`config.mk`:
```
export PLATFORM = sky130hd
export DESIGN_NAME = sim_interlock_monitor
export DESIGN_NICKNAME = d
export VERILOG_FILES = /design/src/pkg/sim_pkg.sv /design/src/rtl/sim_blank_filter.sv /design/src/rtl/sim_interlock_monitor.sv
export VERILOG_INCLUDE_DIRS = /design/src /design/src/pkg
export SDC_FILE = /design/constraint.sdc
export NUM_CORES = 1
export LEC_CHECK = 0
export BUFFER_PORTS_ARGS = -buffer_cell sky130_fd_sc_hd__buf_2
export CORE_ASPECT_RATIO = 1.5
export CORE_MARGIN = 2
export CORE_UTILIZATION = 56
export CTS_CLUSTER_DIAMETER = 100
export DETAILED_ROUTE_END_ITERATION = 7
export GPL_ROUTABILITY_DRIVEN = 1
export PLACE_DENSITY = 0.77
export SLEW_MARGIN = 15
export SYNTH_ARGS = -nofsm -noshare
export SYNTH_HDL_FRONTEND = slang
export SYNTH_SLANG_ARGS = --single-unit
```
`constraint.sdc`:
```
create_clock -name mclk -period 3.8 [get_ports mclk]
set_input_delay 0.76 -clock mclk [delete_from_list [all_inputs] [get_ports mclk]]
set_output_delay 0.76 -clock mclk [all_outputs]
set_load 0.01 [all_outputs]
```
`src/pkg/sim_params.svh`:
```
`ifndef SIM_PARAMS_SVH
`define SIM_PARAMS_SVH

`define SIM_MCLK_KHZ 40000
`define SIM_WIN_HAND_MS 500
`define SIM_WIN_DOOR_MS 2500
`define SIM_PAUSE_MS 500
`define SIM_BLANK_MS 1
`define SIM_WIN_HAND_CYC (`SIM_WIN_HAND_MS * `SIM_MCLK_KHZ)
`define SIM_WIN_DOOR_CYC (`SIM_WIN_DOOR_MS * `SIM_MCLK_KHZ)
`define SIM_PAUSE_CYC (`SIM_PAUSE_MS * `SIM_MCLK_KHZ)
`define SIM_BLANK_CYC (`SIM_BLANK_MS * `SIM_MCLK_KHZ)

`define SIM_CNT_W 27
`define SIM_FLT_W 16
`define SIM_CFG_W 3
`define SIM_STATE_W 4
`define SIM_BLINK_W 24
`define SIM_SETTLE_CYC 27'h0000003

`define SIM_CFG_NONE 3'h0
`define SIM_CFG_HAND 3'h1
`define SIM_CFG_DOOR 3'h2
`define SIM_CFG_ANTI 3'h3
`define SIM_CFG_AUTO 3'h4
`define SIM_CFG_PISTOL 3'h5
`define SIM_CFG_SMART 3'h6
`define SIM_CFG_LOCK 3'h7

`endif

```
`src/pkg/sim_pkg.sv`:
```
`include "sim_params.svh"

package sim_pkg;

  typedef logic [`SIM_CFG_W-1:0] sim_cfg_t;

  typedef enum logic [`SIM_STATE_W-1:0] {
    ST_DETECT,
    ST_START,
    ST_WAIT_OPEN,
    ST_ARMED,
    ST_PAIR,
    ST_BLOCKED,
    ST_ENABLED,
    ST_P_OPEN,
    ST_FAIL
  } sim_state_e;

endpackage

```
`src/rtl/sim_blank_filter.sv`:
```
`timescale 1ns/100ps
`include "sim_params.svh"

module sim_blank_filter #(
  parameter logic [`SIM_FLT_W-1:0] BLANK_CYC = `SIM_FLT_W'(`SIM_BLANK_CYC)
) (
  input logic mclk,
  input logic rst,
  input logic clk_en,
  input logic din,
  output logic dout
);

  logic [`SIM_FLT_W-1:0] cnt;

  // High passes at once; low only after outlasting the blanking time
  always_ff @(posedge mclk or posedge rst) begin
    if (rst) begin
      cnt <= '0;
      dout <= 1'b0;
    end else if (clk_en) begin
      if (din) begin
        cnt <= '0; // [RULE23]
        dout <= 1'b1;
      end else if (cnt >= BLANK_CYC) begin
        dout <= 1'b0; // [RULE15]
      end else begin
        cnt <= cnt + 1'b1;
      end
    end
  end

endmodule // sim_blank_filter

```
`src/rtl/sim_interlock_monitor.sv`:
```
`timescale 1ns/100ps
`include "sim_params.svh"

// Functional notes
// RULE1 - Configuration taken from safety socket wiring
// RULE2 - No plug means configuration zero
// RULE3 - Configuration zero always forces safe state
// RULE4 - Two-hand: actuated at power-up refuses enabling
// RULE5 - Two-hand channels within 0.5 s
// RULE6 - Door channels within 2.5 s
// RULE7 - After violation, need full release and retry
// RULE8 - Never enable on one channel only
// RULE9 - Door: unequal channels at power-up refused
// RULE10 - Door: wait for open door first
// RULE11 - Door closed at power-up: no enabling
// RULE12 - Automation door: both closed at power-up accepted
// RULE13 - Pistol: open/close by panel, software, host
// RULE14 - Pistol: close only 0.5 s after opening
// RULE15 - Smart inputs filter blanking up to 1 ms
// RULE16 - Smart switch does its own cross-circuit test
// RULE17 - Smart switch drives both channels equal
// RULE18 - Guard lock released by energised output
// RULE19 - Path opening drops enabling; reclose keeps open
// RULE20 - Any fault latches safe state until reinit
// RULE21 - Configuration redetected only on reinit or reset
// RULE22 - Indicator shows enabling, flashes in safe state
// RULE23 - Timing by clock counters, restarted per state
// RULE24 - Configuration and safe flag as status
module sim_interlock_monitor #(
  parameter logic [`SIM_CNT_W-1:0] WIN_HAND_CYC = `SIM_CNT_W'(`SIM_WIN_HAND_CYC),
  parameter logic [`SIM_CNT_W-1:0] WIN_DOOR_CYC = `SIM_CNT_W'(`SIM_WIN_DOOR_CYC),
  parameter logic [`SIM_CNT_W-1:0] PAUSE_CYC = `SIM_CNT_W'(`SIM_PAUSE_CYC),
  parameter logic [`SIM_FLT_W-1:0] BLANK_CYC = `SIM_FLT_W'(`SIM_BLANK_CYC)
) (
  input logic mclk,
  input logic rst,
  input logic clk_en,
  input sim_pkg::sim_cfg_t plug_code,
  input logic monitor_input_a,
  input logic monitor_input_c,
  input logic monitor_input_e,
  input logic smart_switch_input_a,
  input logic smart_switch_input_b,
  input logic panel_toggle,
  input logic sw_close_req,
  input logic sw_open_req,
  input logic host_close_req,
  input logic host_open_req,
  input logic reinit_req,
  input logic fault_in,
  input logic unlock_req,
  output logic enable_closed,
  output logic guard_release_output,
  output logic channel_supply_output_b,
  output logic channel_supply_output_c,
  output logic safety_led,
  output sim_pkg::sim_cfg_t cfg_num,
  output logic fail_safe,
  output logic sim_violation,
  output logic startup_refused,
  output logic [`SIM_STATE_W-1:0] state_code
);

  import sim_pkg::*;

  sim_state_e state;
  sim_cfg_t cfg;
  logic [`SIM_CNT_W-1:0] cnt;
  logic [`SIM_CNT_W-1:0] win;
  logic [8:0] pin_s1;
  logic [8:0] pin_s2;
  logic toggle_d;
  logic toggle_rise;
  logic smart_a_f;
  logic smart_b_f;
  logic ch_a;
  logic ch_b;
  logic both;
  logic none;
  logic close_req;
  logic open_req;
  logic fault_now;
  logic viol;
  logic refused;
  logic [`SIM_BLINK_W-1:0] blink;
  sim_cfg_t plug_s;
  logic mon_a_s;
  logic mon_c_s;
  logic mon_e_s;
  logic toggle_s;

  // Configurations judged as a two-channel pair
  function automatic logic pair_cfg(input sim_cfg_t c);
    pair_cfg = (c != `SIM_CFG_NONE) && (c != `SIM_CFG_PISTOL);
  endfunction

  // Door configurations that insist on an open door at power-up
  function automatic logic open_first(input sim_cfg_t c);
    open_first = (c == `SIM_CFG_DOOR) || (c == `SIM_CFG_ANTI) || (c == `SIM_CFG_LOCK);
  endfunction

  // Two-stage synchronisers for every pin input
  always_ff @(posedge mclk or posedge rst) begin
    if (rst) begin
      pin_s1 <= '0;
      pin_s2 <= '0;
    end else if (clk_en) begin
      pin_s1 <= {plug_code, monitor_input_a, monitor_input_c, monitor_input_e,
                 smart_switch_input_a, smart_switch_input_b, panel_toggle};
      pin_s2 <= pin_s1;
    end
  end

  assign plug_s = pin_s2[8:6];
  assign mon_a_s = pin_s2[5];
  assign mon_c_s = pin_s2[4];
  assign mon_e_s = pin_s2[3];
  assign toggle_s = pin_s2[0];

  sim_blank_filter #(
    .BLANK_CYC(BLANK_CYC)
  ) u_filt_a (
    .mclk(mclk),
    .rst(rst),
    .clk_en(clk_en),
    .din(pin_s2[2]),
    .dout(smart_a_f)
  );

  sim_blank_filter #(
    .BLANK_CYC(BLANK_CYC)
  ) u_filt_b (
    .mclk(mclk),
    .rst(rst),
    .clk_en(clk_en),
    .din(pin_s2[1]),
    .dout(smart_b_f)
  );

  // Panel button edge
  always_ff @(posedge mclk or posedge rst) begin
    if (rst) begin
      toggle_d <= 1'b0;
    end else if (clk_en) begin
      toggle_d <= toggle_s;
    end
  end

  assign toggle_rise = toggle_s & ~toggle_d;

  // Channel meaning per wiring; 1 is actuated or door closed
  always_comb begin
    ch_a = 1'b0;
    ch_b = 1'b0;
    case (cfg)
      `SIM_CFG_HAND, `SIM_CFG_DOOR, `SIM_CFG_AUTO: begin
        ch_a = mon_a_s;
        ch_b = mon_c_s;
      end
      `SIM_CFG_ANTI: begin
        ch_a = mon_a_s;
        ch_b = ~mon_c_s;
      end
      `SIM_CFG_SMART: begin
        ch_a = smart_a_f; // [RULE15]
        ch_b = smart_b_f; // [RULE17]
      end
      `SIM_CFG_LOCK: begin
        ch_a = mon_a_s;
        ch_b = mon_e_s;
      end
      default: begin
        ch_a = 1'b0;
        ch_b = 1'b0;
      end
    endcase
  end

  assign both = ch_a & ch_b;
  assign none = ~ch_a & ~ch_b;
  assign win = (cfg == `SIM_CFG_HAND) ? WIN_HAND_CYC : WIN_DOOR_CYC; // [RULE5] [RULE6]

  assign close_req = sw_close_req | host_close_req | (toggle_rise & (state == ST_P_OPEN)); // [RULE13]
  assign open_req = sw_open_req | host_open_req | (toggle_rise & (state == ST_ENABLED)); // [RULE13]

  // Plug pulled or changed counts as a fault, never as a new configuration
  assign fault_now = (state != ST_FAIL) &&
                     (fault_in || ((state != ST_DETECT) && (plug_s != cfg))); // [RULE20] [RULE21]

  // Main sequence
  always_ff @(posedge mclk or posedge rst) begin
    if (rst) begin
      state <= ST_DETECT;
      cnt <= '0;
      cfg <= `SIM_CFG_NONE;
    end else if (clk_en) begin
      if (reinit_req) begin
        state <= ST_DETECT; // [RULE21]
        cnt <= '0;
      end else if (fault_now) begin
        state <= ST_FAIL; // [RULE20]
      end else begin
        case (state)
          ST_DETECT: begin
            // Wait out the synchronisers before trusting the plug code
            if (cnt >= `SIM_SETTLE_CYC) begin
              cfg <= plug_s; // [RULE1] [RULE2]
              cnt <= '0;
              state <= ST_START;
            end else begin
              cnt <= cnt + 1'b1;
            end
          end
          ST_START: begin
            if (cfg == `SIM_CFG_NONE) begin
              state <= ST_FAIL; // [RULE3]
            end else if (cfg == `SIM_CFG_PISTOL) begin
              cnt <= PAUSE_CYC;
              state <= ST_P_OPEN;
            end else if ((cfg == `SIM_CFG_AUTO) && both) begin
              state <= ST_ENABLED; // [RULE12]
            end else if (none) begin
              state <= ST_ARMED;
            end else begin
              state <= ST_WAIT_OPEN; // [RULE4] [RULE9] [RULE10] [RULE11]
            end
          end
          ST_WAIT_OPEN: begin
            if (none) begin
              state <= ST_ARMED;
            end
          end
          ST_ARMED: begin
            cnt <= '0; // [RULE23]
            if (both) begin
              state <= ST_ENABLED;
            end else if (!none) begin
              state <= ST_PAIR;
            end
          end
          ST_PAIR: begin
            if (both) begin
              state <= ST_ENABLED;
            end else if (none) begin
              state <= ST_ARMED;
            end else if (cnt >= win) begin
              state <= ST_BLOCKED; // [RULE5] [RULE6] [RULE8]
            end else begin
              cnt <= cnt + 1'b1;
            end
          end
          ST_BLOCKED: begin
            if (none) begin
              state <= ST_ARMED; // [RULE7]
            end
          end
          ST_ENABLED: begin
            if (cfg == `SIM_CFG_PISTOL) begin
              if (open_req) begin
                cnt <= '0; // [RULE23]
                state <= ST_P_OPEN;
              end
            end else if (!both) begin
              state <= ST_WAIT_OPEN; // [RULE19]
            end
          end
          ST_P_OPEN: begin
            // Early close requests are dropped, not queued
            if (close_req && (cnt >= PAUSE_CYC)) begin
              state <= ST_ENABLED; // [RULE14]
            end else if (cnt < PAUSE_CYC) begin
              cnt <= cnt + 1'b1;
            end
          end
          ST_FAIL: begin
            state <= ST_FAIL; // [RULE3] [RULE20]
          end
          default: begin
            state <= ST_FAIL;
          end
        endcase
      end
    end
  end

  // Sticky violation, held until a good sequence enables or a reinit request clears it
  always_ff @(posedge mclk or posedge rst) begin
    if (rst) begin
      viol <= 1'b0;
    end else if (clk_en) begin
      if (reinit_req || (state == ST_ENABLED)) begin
        viol <= 1'b0;
      end else if ((state == ST_PAIR) && !both && !none && (cnt >= win)) begin
        viol <= 1'b1; // [RULE7]
      end
    end
  end

  // Power-up refusal flag, cleared once channels are released
  always_ff @(posedge mclk or posedge rst) begin
    if (rst) begin
      refused <= 1'b0;
    end else if (clk_en) begin
      if ((state == ST_START) && pair_cfg(cfg) && !none &&
          !((cfg == `SIM_CFG_AUTO) && both)) begin
        refused <= open_first(cfg) | (cfg != `SIM_CFG_AUTO) | !both; // [RULE4] [RULE9] [RULE11]
      end else if ((state == ST_ARMED) || (state == ST_DETECT)) begin
        refused <= 1'b0;
      end
    end
  end

  // Free-running flash divider
  always_ff @(posedge mclk or posedge rst) begin
    if (rst) begin
      blink <= '0;
    end else if (clk_en) begin
      blink <= blink + 1'b1;
    end
  end

  // Registered outputs; enabling lags the state by one cycle, except that a fault or reinit drops it at once
  always_ff @(posedge mclk or posedge rst) begin
    if (rst) begin
      enable_closed <= 1'b0;
      fail_safe <= 1'b0;
      safety_led <= 1'b0;
      cfg_num <= `SIM_CFG_NONE;
      state_code <= '0;
      sim_violation <= 1'b0;
      startup_refused <= 1'b0;
    end else if (clk_en) begin
      enable_closed <= (state == ST_ENABLED) && !fault_now && !reinit_req; // [RULE8] [RULE19]
      fail_safe <= (state == ST_FAIL); // [RULE24]
      safety_led <= (state == ST_FAIL) ? blink[`SIM_BLINK_W-1] : (state == ST_ENABLED); // [RULE22]
      cfg_num <= cfg; // [RULE24]
      state_code <= state;
      sim_violation <= viol;
      startup_refused <= refused;
    end
  end

  // Lock held while enabled; supplies live only with a plug detected
  always_ff @(posedge mclk or posedge rst) begin
    if (rst) begin
      guard_release_output <= 1'b0;
      channel_supply_output_b <= 1'b0;
      channel_supply_output_c <= 1'b0;
    end else if (clk_en) begin
      guard_release_output <= (cfg == `SIM_CFG_LOCK) && unlock_req &&
                              (state != ST_ENABLED) && (state != ST_DETECT); // [RULE18]
      channel_supply_output_b <= (cfg != `SIM_CFG_NONE) && (state != ST_DETECT);
      channel_supply_output_c <= (cfg != `SIM_CFG_NONE) && (state != ST_DETECT);
    end
  end

endmodule // sim_interlock_monitor

```
Yosys cells after proc, flatten, opt, wreduce, memory -nomap -nowiden
Index checks and enable logic that the tools add are counted.
{ "totals": {"regBits": 127} }
{ "op_classes": {"n_mux": 47, "n_reduce_logical": 48, "n_bitwise": 17, "eq_ne": 39, "magnitude_cmp": 6, "addsub": 4} }
{ "op_table": {"columns": ["cell", "n"], "rows": [
  ["two-way mux 27 bit", 13],
  ["case mux 27 bit (6 select lines)", 1],
  ["two-way mux 16 bit", 4],
  ["two-way mux 4 bit", 14],
  ["adder 16 x 1 -> 16 bit (second input constant)", 2],
  ["greater-or-equal comparator 16 bit (second input constant)", 2],
  ["inequality test 3 bit (second input constant)", 10],
  ["case mux 4 bit (7 select lines)", 1],
  ["adder 27 x 1 -> 27 bit (second input constant)", 1],
  ["greater-or-equal comparator 27 x 2 -> 1 bit (second input constant)", 1],
  ["greater-or-equal comparator 27 x 25 -> 1 bit (second input constant)", 1],
  ["greater-or-equal comparator 27 bit", 1],
  ["< comparator 27 x 25 -> 1 bit (second input constant)", 1],
  ["adder 24 x 1 -> 24 bit (second input constant)", 1],
  ["logical AND 1 bit", 17],
  ["equality test 4 x 3 -> 1 bit (second input constant)", 4],
  ["inequality test 5 bit (second input constant)", 3],
  ["equality test 3 bit (second input constant)", 4],
  ["AND reduction 12 bit", 1],
  ["AND reduction 2 bit", 6],
  ["two-way mux 1 bit", 10],
  ["equality test 4 x 2 -> 1 bit (second input constant)", 2],
  ["inequality test 4 x 3 -> 1 bit (second input constant)", 2],
  ["inequality test 4 bit (second input constant)", 2],
  ["other kinds (28)", 57]
]} }

Longest topological paths before layout
Gate-level depths: netlist (run 1).
{ "logic_depth": {"ltp_word": 12, "depth_mapped": 14, "depth_no_buf": 12} }

Cells and area by module
Synthesis (run 1) repeated with hierarchy kept, for this count alone.
{ "hier_totals": {"cells_unflattened": 777, "hier_area_um2": 7524.7} }
{ "modules_own_cells": {"columns": ["mod", "area_each_um2", "n_inst", "cells_each", "seq_area_each_um2"], "rows": [
  ["sim_interlock_monitor", 5427.7, 1, 557, 2327.2],
  ["sim_blank_filter", 1048.5, 2, 110, 425.4]
]} }

Worst setup path before layout (run 1)
OpenSTA, ideal clock, no wires.
{ "synth_timing": {"path_type": "reg2reg", "startpoint": "reg cfg[2]", "endpoint": "reg cnt[26]", "n_path_buf": 2, "setup_slack_ps": 544, "period_less_slack_ps": 3256, "path_stages_with_launch": 13, "arrival_ps": 3177, "path_cell_list": "dfrtp_1 -> clkbuf_1 -> or3_1 -> inv_1 -> ha_1 -> and4b_1 -> nand4b_1 -> o22ai_1 -> or3_1 -> clkbuf_1 -> a211o_1 -> or4_1 -> mux2i_1"} }
{ "synth_via": {"elab_chain_len": 7, "elab_cells_between_ends": 30, "cone_classes": "order compare (1); eq/ne (15); mux (3); bitwise (4); reduce/logical (7)"} }
{ "synth_lines": {"columns": ["item", "line_no", "text"], "rows": [
  ["from (decl)", "sim_interlock_monitor.sv:67", "sim_cfg_t cfg;"],
  ["from (signal assigned)", "sim_interlock_monitor.sv:195", "cfg <= `SIM_CFG_NONE;"],
  ["from (signal assigned)", "sim_interlock_monitor.sv:207", "cfg <= plug_s;"],
  ["branches (longest 6 deep; another with greater-or-equal comparator 27 bit)", null, null],
  ["AND reduction 12 bit (no source line) (*)", null, null],
  ["to (signal assigned)", "sim_interlock_monitor.sv:211", "cnt <= cnt + 1'b1;"],
  ["to (signal assigned)", "sim_interlock_monitor.sv:249", "cnt <= cnt + 1'b1;"],
  ["to (signal assigned)", "sim_interlock_monitor.sv:272", "cnt <= cnt + 1'b1;"],
  ["to (decl)", "sim_interlock_monitor.sv:68", "logic [`SIM_CNT_W-1:0] cnt;"]
]} }
Every way passes the cells marked *.
A chain may end at the register's enable or synchronous reset.

Final worst setup path (run 1)
{ "layout_timing": {"startpoint": "reg cfg[1]", "endpoint": "reg cnt[26]"} }
The elaborated chain is that of the path after synthesis.

==> results.md, run 1 <==
- The number of clock sinks is 127.
- The root buffer selected by CTS is sky130_fd_sc_hd__clkbuf_16.
- Setup repair after global routing left no endpoint under its margin.
- For this design the static power due to leakage is 3.60 nW.
- In this run, post-CTS repair resized a total of 0 instances.
- No sink is reached through more buffers than the 2 on the longest clock path.
- The post-CTS setup repair buffer count is 0.
- The run finished with clean final reports.
- In the final timing run, aggregate negative setup slack is 0 ns.
- The weighted congestion at the end of routability-driven global placement is 0.983.
- The worst slew slack as a fraction of its limit is 0.360.
- The endpoint arrival time on the critical path is 3.82 ns.
- The fraction of layout cells with a size suffix above 1 is 0.160.
- The synthesis-to-layout area growth is 13.0%.
- For the worst-skew pair, the clock arrives at the later sink with an insertion delay of 0.41 ns.
- The row count is 50.
- Hold repair after CTS inserted 0 buffers.
- For this design the top-level I/O count stands at 34.
- The sequential area share after synthesis is 0.448.
- The async set-reset flop share out of synthesis is 1.00.
- The worst register-to-register path begins at cfg[1].
- The height of the die is 142 µm.
- Summed over all layers, the global routing overflow is 0.
- The via count is 6,034.
- The minimum clock period is 3.48 ns.
- Across the VDD grid, the largest voltage drop is 0.000474 V.
- The beginning of the worst hold path is blink[22].
- The netlist area before placement is 0.00709 mm².
- The hold violation count in the final report came to 0.
- The clock slew seen by the registers of the worst setup and hold paths is 0.06 ns.
- The detailed router finished its first iteration with 302 violations.
- The floorplan step defined a core boundary enclosing 0.0124 mm².
- The maximum fanout along the worst path is 12.
- The count of buffers added on input and output ports is 33.
- The path class of the lowest-slack min-delay path is reg -> reg.
- Max-cap violations in this run came to 0.
- Derived from the worst setup path, the maximum achievable clock frequency is 0.287 GHz.
- The startpoint type of the worst setup path is a flip-flop.
- The wire length per cell is 18.3 µm.
- TritonCTS built the clock tree.
- The number of enable-type register cells in the synthesized netlist is 0.
- The H-tree generated during clock tree synthesis spans 4 levels.
- Summed over all nets, wire length on met3 after detailed routing comes to 789 µm.
- The detailed-route vias per instance is 6.30.
- The max-slew violation total from the final report came to 0.
- For the pin with the worst max-slew slack, the measured transition is 0.957 ns.
- The setup clock skew after layout is 0.00744 ns.
- The number of antenna diodes in the final layout is 0.
- After detailed routing, no signal wire sits above met4.
- For this configuration, the core starts out at a cell density of 0.569.
- In the synthesized netlist, the number of instances is 753.
- The endpoint type of the worst setup path is a flip-flop.
- The total power divided by cell area is 604 mW/mm².
- Of the post-synthesis cell area, the dominant cell type holds 0.448.
- Buffers inserted during clock tree synthesis total 17.
- Summing all non-filler instances in the final layout gives an area of 0.00801 mm².
- Total power for the finished layout comes to 4.83 mW.
- The count of endpoints failing setup in the final report is 0.
- The number of global-route vias before repair was 6,053.
- For this run, the number of Yosys warnings is 0.
- Once detailed placement completed, the half-perimeter wirelength came to 12.5 mm.
- The average footprint of a synthesized cell is 9.41 µm².
- In the final design database the tool counted 826 nets.
- The ratio of final minimum period to clock period is 0.917.
- The overall die area is 0.0136 mm².
- In the synthesized netlist the dominant register cell turns out to be sky130_fd_sc_hd__dfrtp_1.
- STA puts the critical path data required time at 4.13 ns.
- Before antenna repair, the detailed router went through 7 iterations.
- Yosys attributes the largest share of cell area to sky130_fd_sc_hd__dfrtp_1 45%, sky130_fd_sc_hd__mux2_2 5.2%, sky130_fd_sc_hd__nor2_1 3.7%.
- The placed cell area is 0.00746 mm².
- The initial antenna violation count is 0.
- The beginning of the critical path is cfg[1].
- Entering global routing, the biggest net connects 60 pins.
- The worst-case register-to-register setup slack is 0.32 ns.
- The number of remaining DRC errors is 0.
- The remaining antenna violation count is 0.
- The net count after synthesis is 790.
- The horizontal extent of the die is 95.9 µm.
- The first global-routing pass estimated 28.9 mm of wire.
- Summed over all layers, the routed wires come to 17.5 mm.
- Final hold analysis gives a worst-case slack of 0.469 ns.
- Of all cell types, the one taking the most synthesized area is sky130_fd_sc_hd__dfrtp_1.
- Counting flops and latches in the post-synthesis netlist gives 127.
- After detailed routing, the wire length on met1 is 6.80 mm.
- The kind of critical path is reg -> reg.
- The wire length on met2 is 9.01 mm.
- The distinct cell type count of the synthesized netlist is 68.
- Across every metal layer, demand over resource in global routing totals 0.273.
## placed cells by master, fill, tap and decap left out, drive strengths merged, types with 20 or more instances in the layout
cell type,n
a21oi,37
a31oi,23
buf,53
clkbuf,20
dfrtp,127
inv,39
mux2,33
nand2,58
nand3,37
nand4,24
nor2,70
o21ai,36
xnor2,25
xor2,23
## layout make-up
| class | count | area (µm²) |
|---|---|---|
| inverters | 34 | 131 |
| clock inverters | 12 | 100 |
| well taps | 156 | 195 |
| repair buffers | 53 | 328 |
| multi-input cells | 556 | 3630 |
| fillers | 993 | 4440 |
| flip-flops and latches | 127 | 3180 |
| clock buffers | 20 | 447 |
## worst max-delay path: stages, from the launching register on
cell and delay (ns):
sky130_fd_sc_hd__dfrtp_1 0.44, sky130_fd_sc_hd__buf_4 0.19, sky130_fd_sc_hd__inv_1 0.07, sky130_fd_sc_hd__nor2_1 0.04, sky130_fd_sc_hd__or3_1 0.30, sky130_fd_sc_hd__a32oi_1 0.34
sky130_fd_sc_hd__inv_1 0.08, sky130_fd_sc_hd__ha_1 0.26, sky130_fd_sc_hd__nor2_1 0.21, sky130_fd_sc_hd__or3_1 0.15, sky130_fd_sc_hd__o311ai_2 0.18, sky130_fd_sc_hd__a211o_1 0.45
sky130_fd_sc_hd__or4_1 0.56, sky130_fd_sc_hd__mux2i_1 0.13
## state kept, by name, indices dropped and copies added, names as in the netlist, 3 cells and up
| register | count |
|---|---|
| blink | 24 |
| cfg | 3 |
| cfg_num | 3 |
| cnt | 27 |
| pin_s1 | 9 |
| pin_s2 | 9 |
| state | 4 |
| state_code | 4 |
| u_filt_a.cnt | 16 |
| u_filt_b.cnt | 16 |
## cells in the mapped netlist (4+ instances only)
cell type and number:
sky130_fd_sc_hd__dfrtp_1 127, sky130_fd_sc_hd__nand2b_1 5, sky130_fd_sc_hd__a21o_1 10, sky130_fd_sc_hd__a21oi_1 37, sky130_fd_sc_hd__clkbuf_1 26, sky130_fd_sc_hd__ha_1 18
sky130_fd_sc_hd__nor2b_1 5, sky130_fd_sc_hd__xor2_1 23, sky130_fd_sc_hd__nand2_1 58, sky130_fd_sc_hd__nand4_1 24, sky130_fd_sc_hd__and2_1 5, sky130_fd_sc_hd__nor4_1 9
sky130_fd_sc_hd__a31oi_1 23, sky130_fd_sc_hd__nor3_1 18, sky130_fd_sc_hd__and3_1 18, sky130_fd_sc_hd__o211ai_1 4, sky130_fd_sc_hd__or3_1 10, sky130_fd_sc_hd__mux2_2 33
sky130_fd_sc_hd__nand3_1 37, sky130_fd_sc_hd__o31ai_1 6, sky130_fd_sc_hd__buf_2 4, sky130_fd_sc_hd__or4_1 5, sky130_fd_sc_hd__and4_1 7, sky130_fd_sc_hd__o2bb2ai_1 4
sky130_fd_sc_hd__o21ai_0 36, sky130_fd_sc_hd__o21a_1 7, sky130_fd_sc_hd__xnor2_1 25, sky130_fd_sc_hd__inv_1 33, sky130_fd_sc_hd__a211oi_1 5, sky130_fd_sc_hd__nor2_1 70
## worst paths after layout
check | to | depth (start not counted)
max | cnt[26] | 13
min | blink[22] | 1
max reg2reg | cnt[26] | 13
min reg2reg | blink[22] | 1
max in group asynchronous | blink[23] | 3
min in group asynchronous | u_filt_b.cnt[12] | 2
## metal layers
metal,global-route usage,up-vias
met5,0,-
met1,0.317,2947
met3,0.0536,65
li1,-,2809
met2,0.457,213
met4,0.170,0
## logic make-up (layout without fill, tap and decap cells)
group / after synthesis / count (layout) / synth area share
and+or+nand+nor: 291 / 291 / 0.213
AOI/OAI and AO/OA: 165 / 165 / 0.154
DFF: 127 / 127 / 0.448
buffers and inverters: 70 / 119 / 0.0399
xor gates and xnor gates: 48 / 48 / 0.0593
muxes: 34 / 34 / 0.0538
adders and majority gates: 18 / 18 / 0.0318
## report_power, final
part,internal [mW],switching (mW)
Clock,0.867,0.644
Combinational,0.613,0.917
Sequential,1.54,0.253
## metrics by stage
step	cells	setup slack, ns	util
finish	958	0.316	0.643
global route	958	0.0378	0.643
CTS	958	0.334	0.643
detailed placement	926	0.371	0.599
global placement	926	0.432	0.599
floorplan	753	0.544	-
Power figures use the tool's default switching activity.
==> run 2, diff against run 1 <==
Settings changed: CELL_PAD_IN_SITES_DETAIL_PLACEMENT set to 0, CELL_PAD_IN_SITES_GLOBAL_PLACEMENT set to 2, CORE_UTILIZATION 56 to 36, PLACE_DENSITY 0.77 to unset, PLACE_DENSITY_LB_ADDON set to 0.1.
==> run 2 against run 1 <==
  * Worst setup slack got worse by 0.053 ns
  * Clock-buffer cell count increased by 2
  * Via count decreased by 2.7%
  * Clock power decreased by 3%
  * Die area increased by 53%
  * Critical endpoint unchanged
  * Highest routed layer unchanged
==> results.md, run 2 (synthesized netlist as in run 1, its figures left out) <==
- The post-detailed-routing wire length is 19.8 mm.
- Data on the critical path is required at its endpoint by 4.14 ns.
- The detailed-placement wirelength estimate is 14.6 mm.
- The tool flagged a number of max-cap violations equal to 0.
- The fraction of layout cells with a size suffix above 1 is 0.158.
- Gates resized during post-CTS repair numbered 0.
- At the pin with the least slew margin, the transition time is 1.02 ns.
- The via count is 5,870.
- The setup check on the worst reg-to-reg path leaves a slack of 0.26 ns.
- The die covers 0.0208 mm².
- Summing all placed instances gives a cell area of 0.00759 mm².
- The first detailed-routing pass ran for 5 iterations.
- The library cells used most frequently in the layout, excluding fill and tap cells, are 127 x sky130_fd_sc_hd__dfrtp_1, 70 x sky130_fd_sc_hd__nor2_1, 58 x sky130_fd_sc_hd__nand2_1, 37 x sky130_fd_sc_hd__nand3_1, 37 x sky130_fd_sc_hd__a21oi_1.
- In this run the power density over the cells is 585 mW/mm².
- The maximum clock frequency is 0.283 GHz.
- Setup repair after global routing left no endpoint under its margin.
- The most frequent standard cell in the layout excluding fill and tap cells is sky130_fd_sc_hd__dfrtp_1.
- The max-slew violation total from the final report is 0.
- The row count is 62.
- The net total in the final layout is 827.
- The setup slack after placement is 0.287 ns.
- The quantity of I/O buffers inserted on ports is 33.
- In the routed design, unresolved DRC markers number 0.
- The root buffer selected by CTS is sky130_fd_sc_hd__clkbuf_16.
- Of all nets on the critical path, the largest fanout is 11.
- At the worst endpoint, the arrival time is 3.88 ns.
- Summing all non-filler instances in the final layout gives an area of 0.00811 mm².
- Hold is met by 0.465 ns.
- After global routing the overflow that remains totals 0.
- The post-CTS setup repair buffer count is 0.
- The total CTS buffers is 17.
- Routability-driven placement finished with a final weighted congestion of 0.857.
- The total area inside the core boundary comes to 0.0192 mm².
- In the finished design, the share of the clock period the worst path needs comes to 0.931.
- The height of the die is 176 µm.
- The worst slew slack as a fraction of its limit is 0.318.
- Setup violations remaining at the end of the flow were counted as 0.
- The count of filler cells inserted in the layout is 1,975.
- The finished layout holds 1,059 standard cells, fillers aside.
- The number of H-tree branching levels is 4.
- The largest registers in the layout are cnt: 27 flops, blink: 24 flops.
- In the routed layout, each cell is associated on average with a via count of 5.54.
- The remaining antenna violation count is 0.
- The register with the most flip-flops in the layout has 27 of them.
- The antenna diode count is 0.
- The wire length per cell is 18.7 µm.
- The starting DRC count in detailed routing is 265.
- Once layout is complete, the utilization of the core stands at 0.422.
- The aggregate global-route resource usage is 0.200.
- The number of global-route vias before repair is 6,180.
- The insertion delay of the later-clocked pin in the worst-skew pair is 0.42 ns.
- The synthesis-to-layout area growth is 14.4%.
- The setup path with the least slack is of type reg -> reg.
- The largest stage delay on the critical path is 0.55 ns.
- For this design the top-level I/O count stands at 34.
- After routing, the total negative slack on setup checks comes to 0 ns.
- VDD sags by at most 0.000322 V.
- The first-pass GRT wire length is 32.7 mm.
- The count of placed standard cells including taps is 1,027.
- The number of clock sinks is 127.
- The initial standard-cell utilization of the core is 0.368.
- No sink is reached through more buffers than the 2 on the longest clock path.
- The hold violation count in the final report is 0.
- The setup clock skew after layout is 0.00863 ns.
- The number of buffers inserted for hold repair after clock tree synthesis is 0.
- For the finished layout, the period the worst path requires is 3.54 ns.
- The worst-case setup margin in the final layout is 0.262 ns.
- The worst setup path is captured at a flip-flop.
- The register with the highest flop count is cnt.
- The startpoint type of the worst setup path is a flip-flop.
- The initial antenna violation count is 0.
- In this run the worst hold path is classified as reg -> reg.
- The clock slew seen by the registers of the worst setup and hold paths is 0.06 ns.
- The overall power after layout is 4.75 mW.
- The CTS tree is built.
- The slowest stage of the critical path is the sky130_fd_sc_hd__or4_1 cell.
- The horizontal extent of the die is 119 µm.
- Entering global routing, the biggest net connects 44 pins.
- The leakage power is 3.60 nW.
- The flow ran to the end, and the final reports show no timing, DRC or antenna violations.
- The signal on the critical path passes through inv_1 > or3_1 > inv_1 > ha_1 > and4b_1 > nand4b_1 > o22ai_1 > or3_1 > a211o_1 > or4_1 > mux2i_1.
-- run 2: final timing paths --
kind                            from             to  cells past startpoint
max reg2reg                   cfg[0]        cnt[26]                     11
min reg2reg                blink[10]      blink[10]                      1
min in group asynchronous        rst  state_code[0]                      2
min                        blink[10]      blink[10]                      1
max                           cfg[0]        cnt[26]                     11
max in group asynchronous        rst  enable_closed                      3
-- run 2: worst max-delay path, delay by kind of cell (launching register included) --
kind	cells	cell delay [ns]
AO/OA/AOI/OAI	2	0.51
adder cells (fa/ha/maj)	1	0.28
buffers and inverters	2	0.33
flip-flops	1	0.51
multiplexers	1	0.13
AND/OR/NAND/NOR	5	1.70
-- run 2: power breakdown --
group | total (mW) | switching, mW | internal (mW) | leakage (nW)
Sequential | 1.82 | 0.285 | 1.54 | 1.67
Clock | 1.46 | 0.611 | 0.847 | 0.250
Combinational | 1.47 | 0.901 | 0.567 | 1.67
-- run 2: final cells by class --
class                      count  area [µm²]  area share
tap                          256         320      0.0395
clock inverter                10        65.1     0.00802
multi-input combinational    556        3630       0.447
clock buffer                  22         454      0.0560
sequential                   127        3180       0.392
inverter                      34         131      0.0162
timing repair buffer          54         335      0.0413
-- run 2: per-layer routing --
layer,share of wire,global-route usage,up-vias
met5,0,0,-
met4,0.039,0.104,0
met3,0.028,0.0347,40
met2,0.54,0.365,106
met1,0.40,0.221,2916
li1,-,-,2808
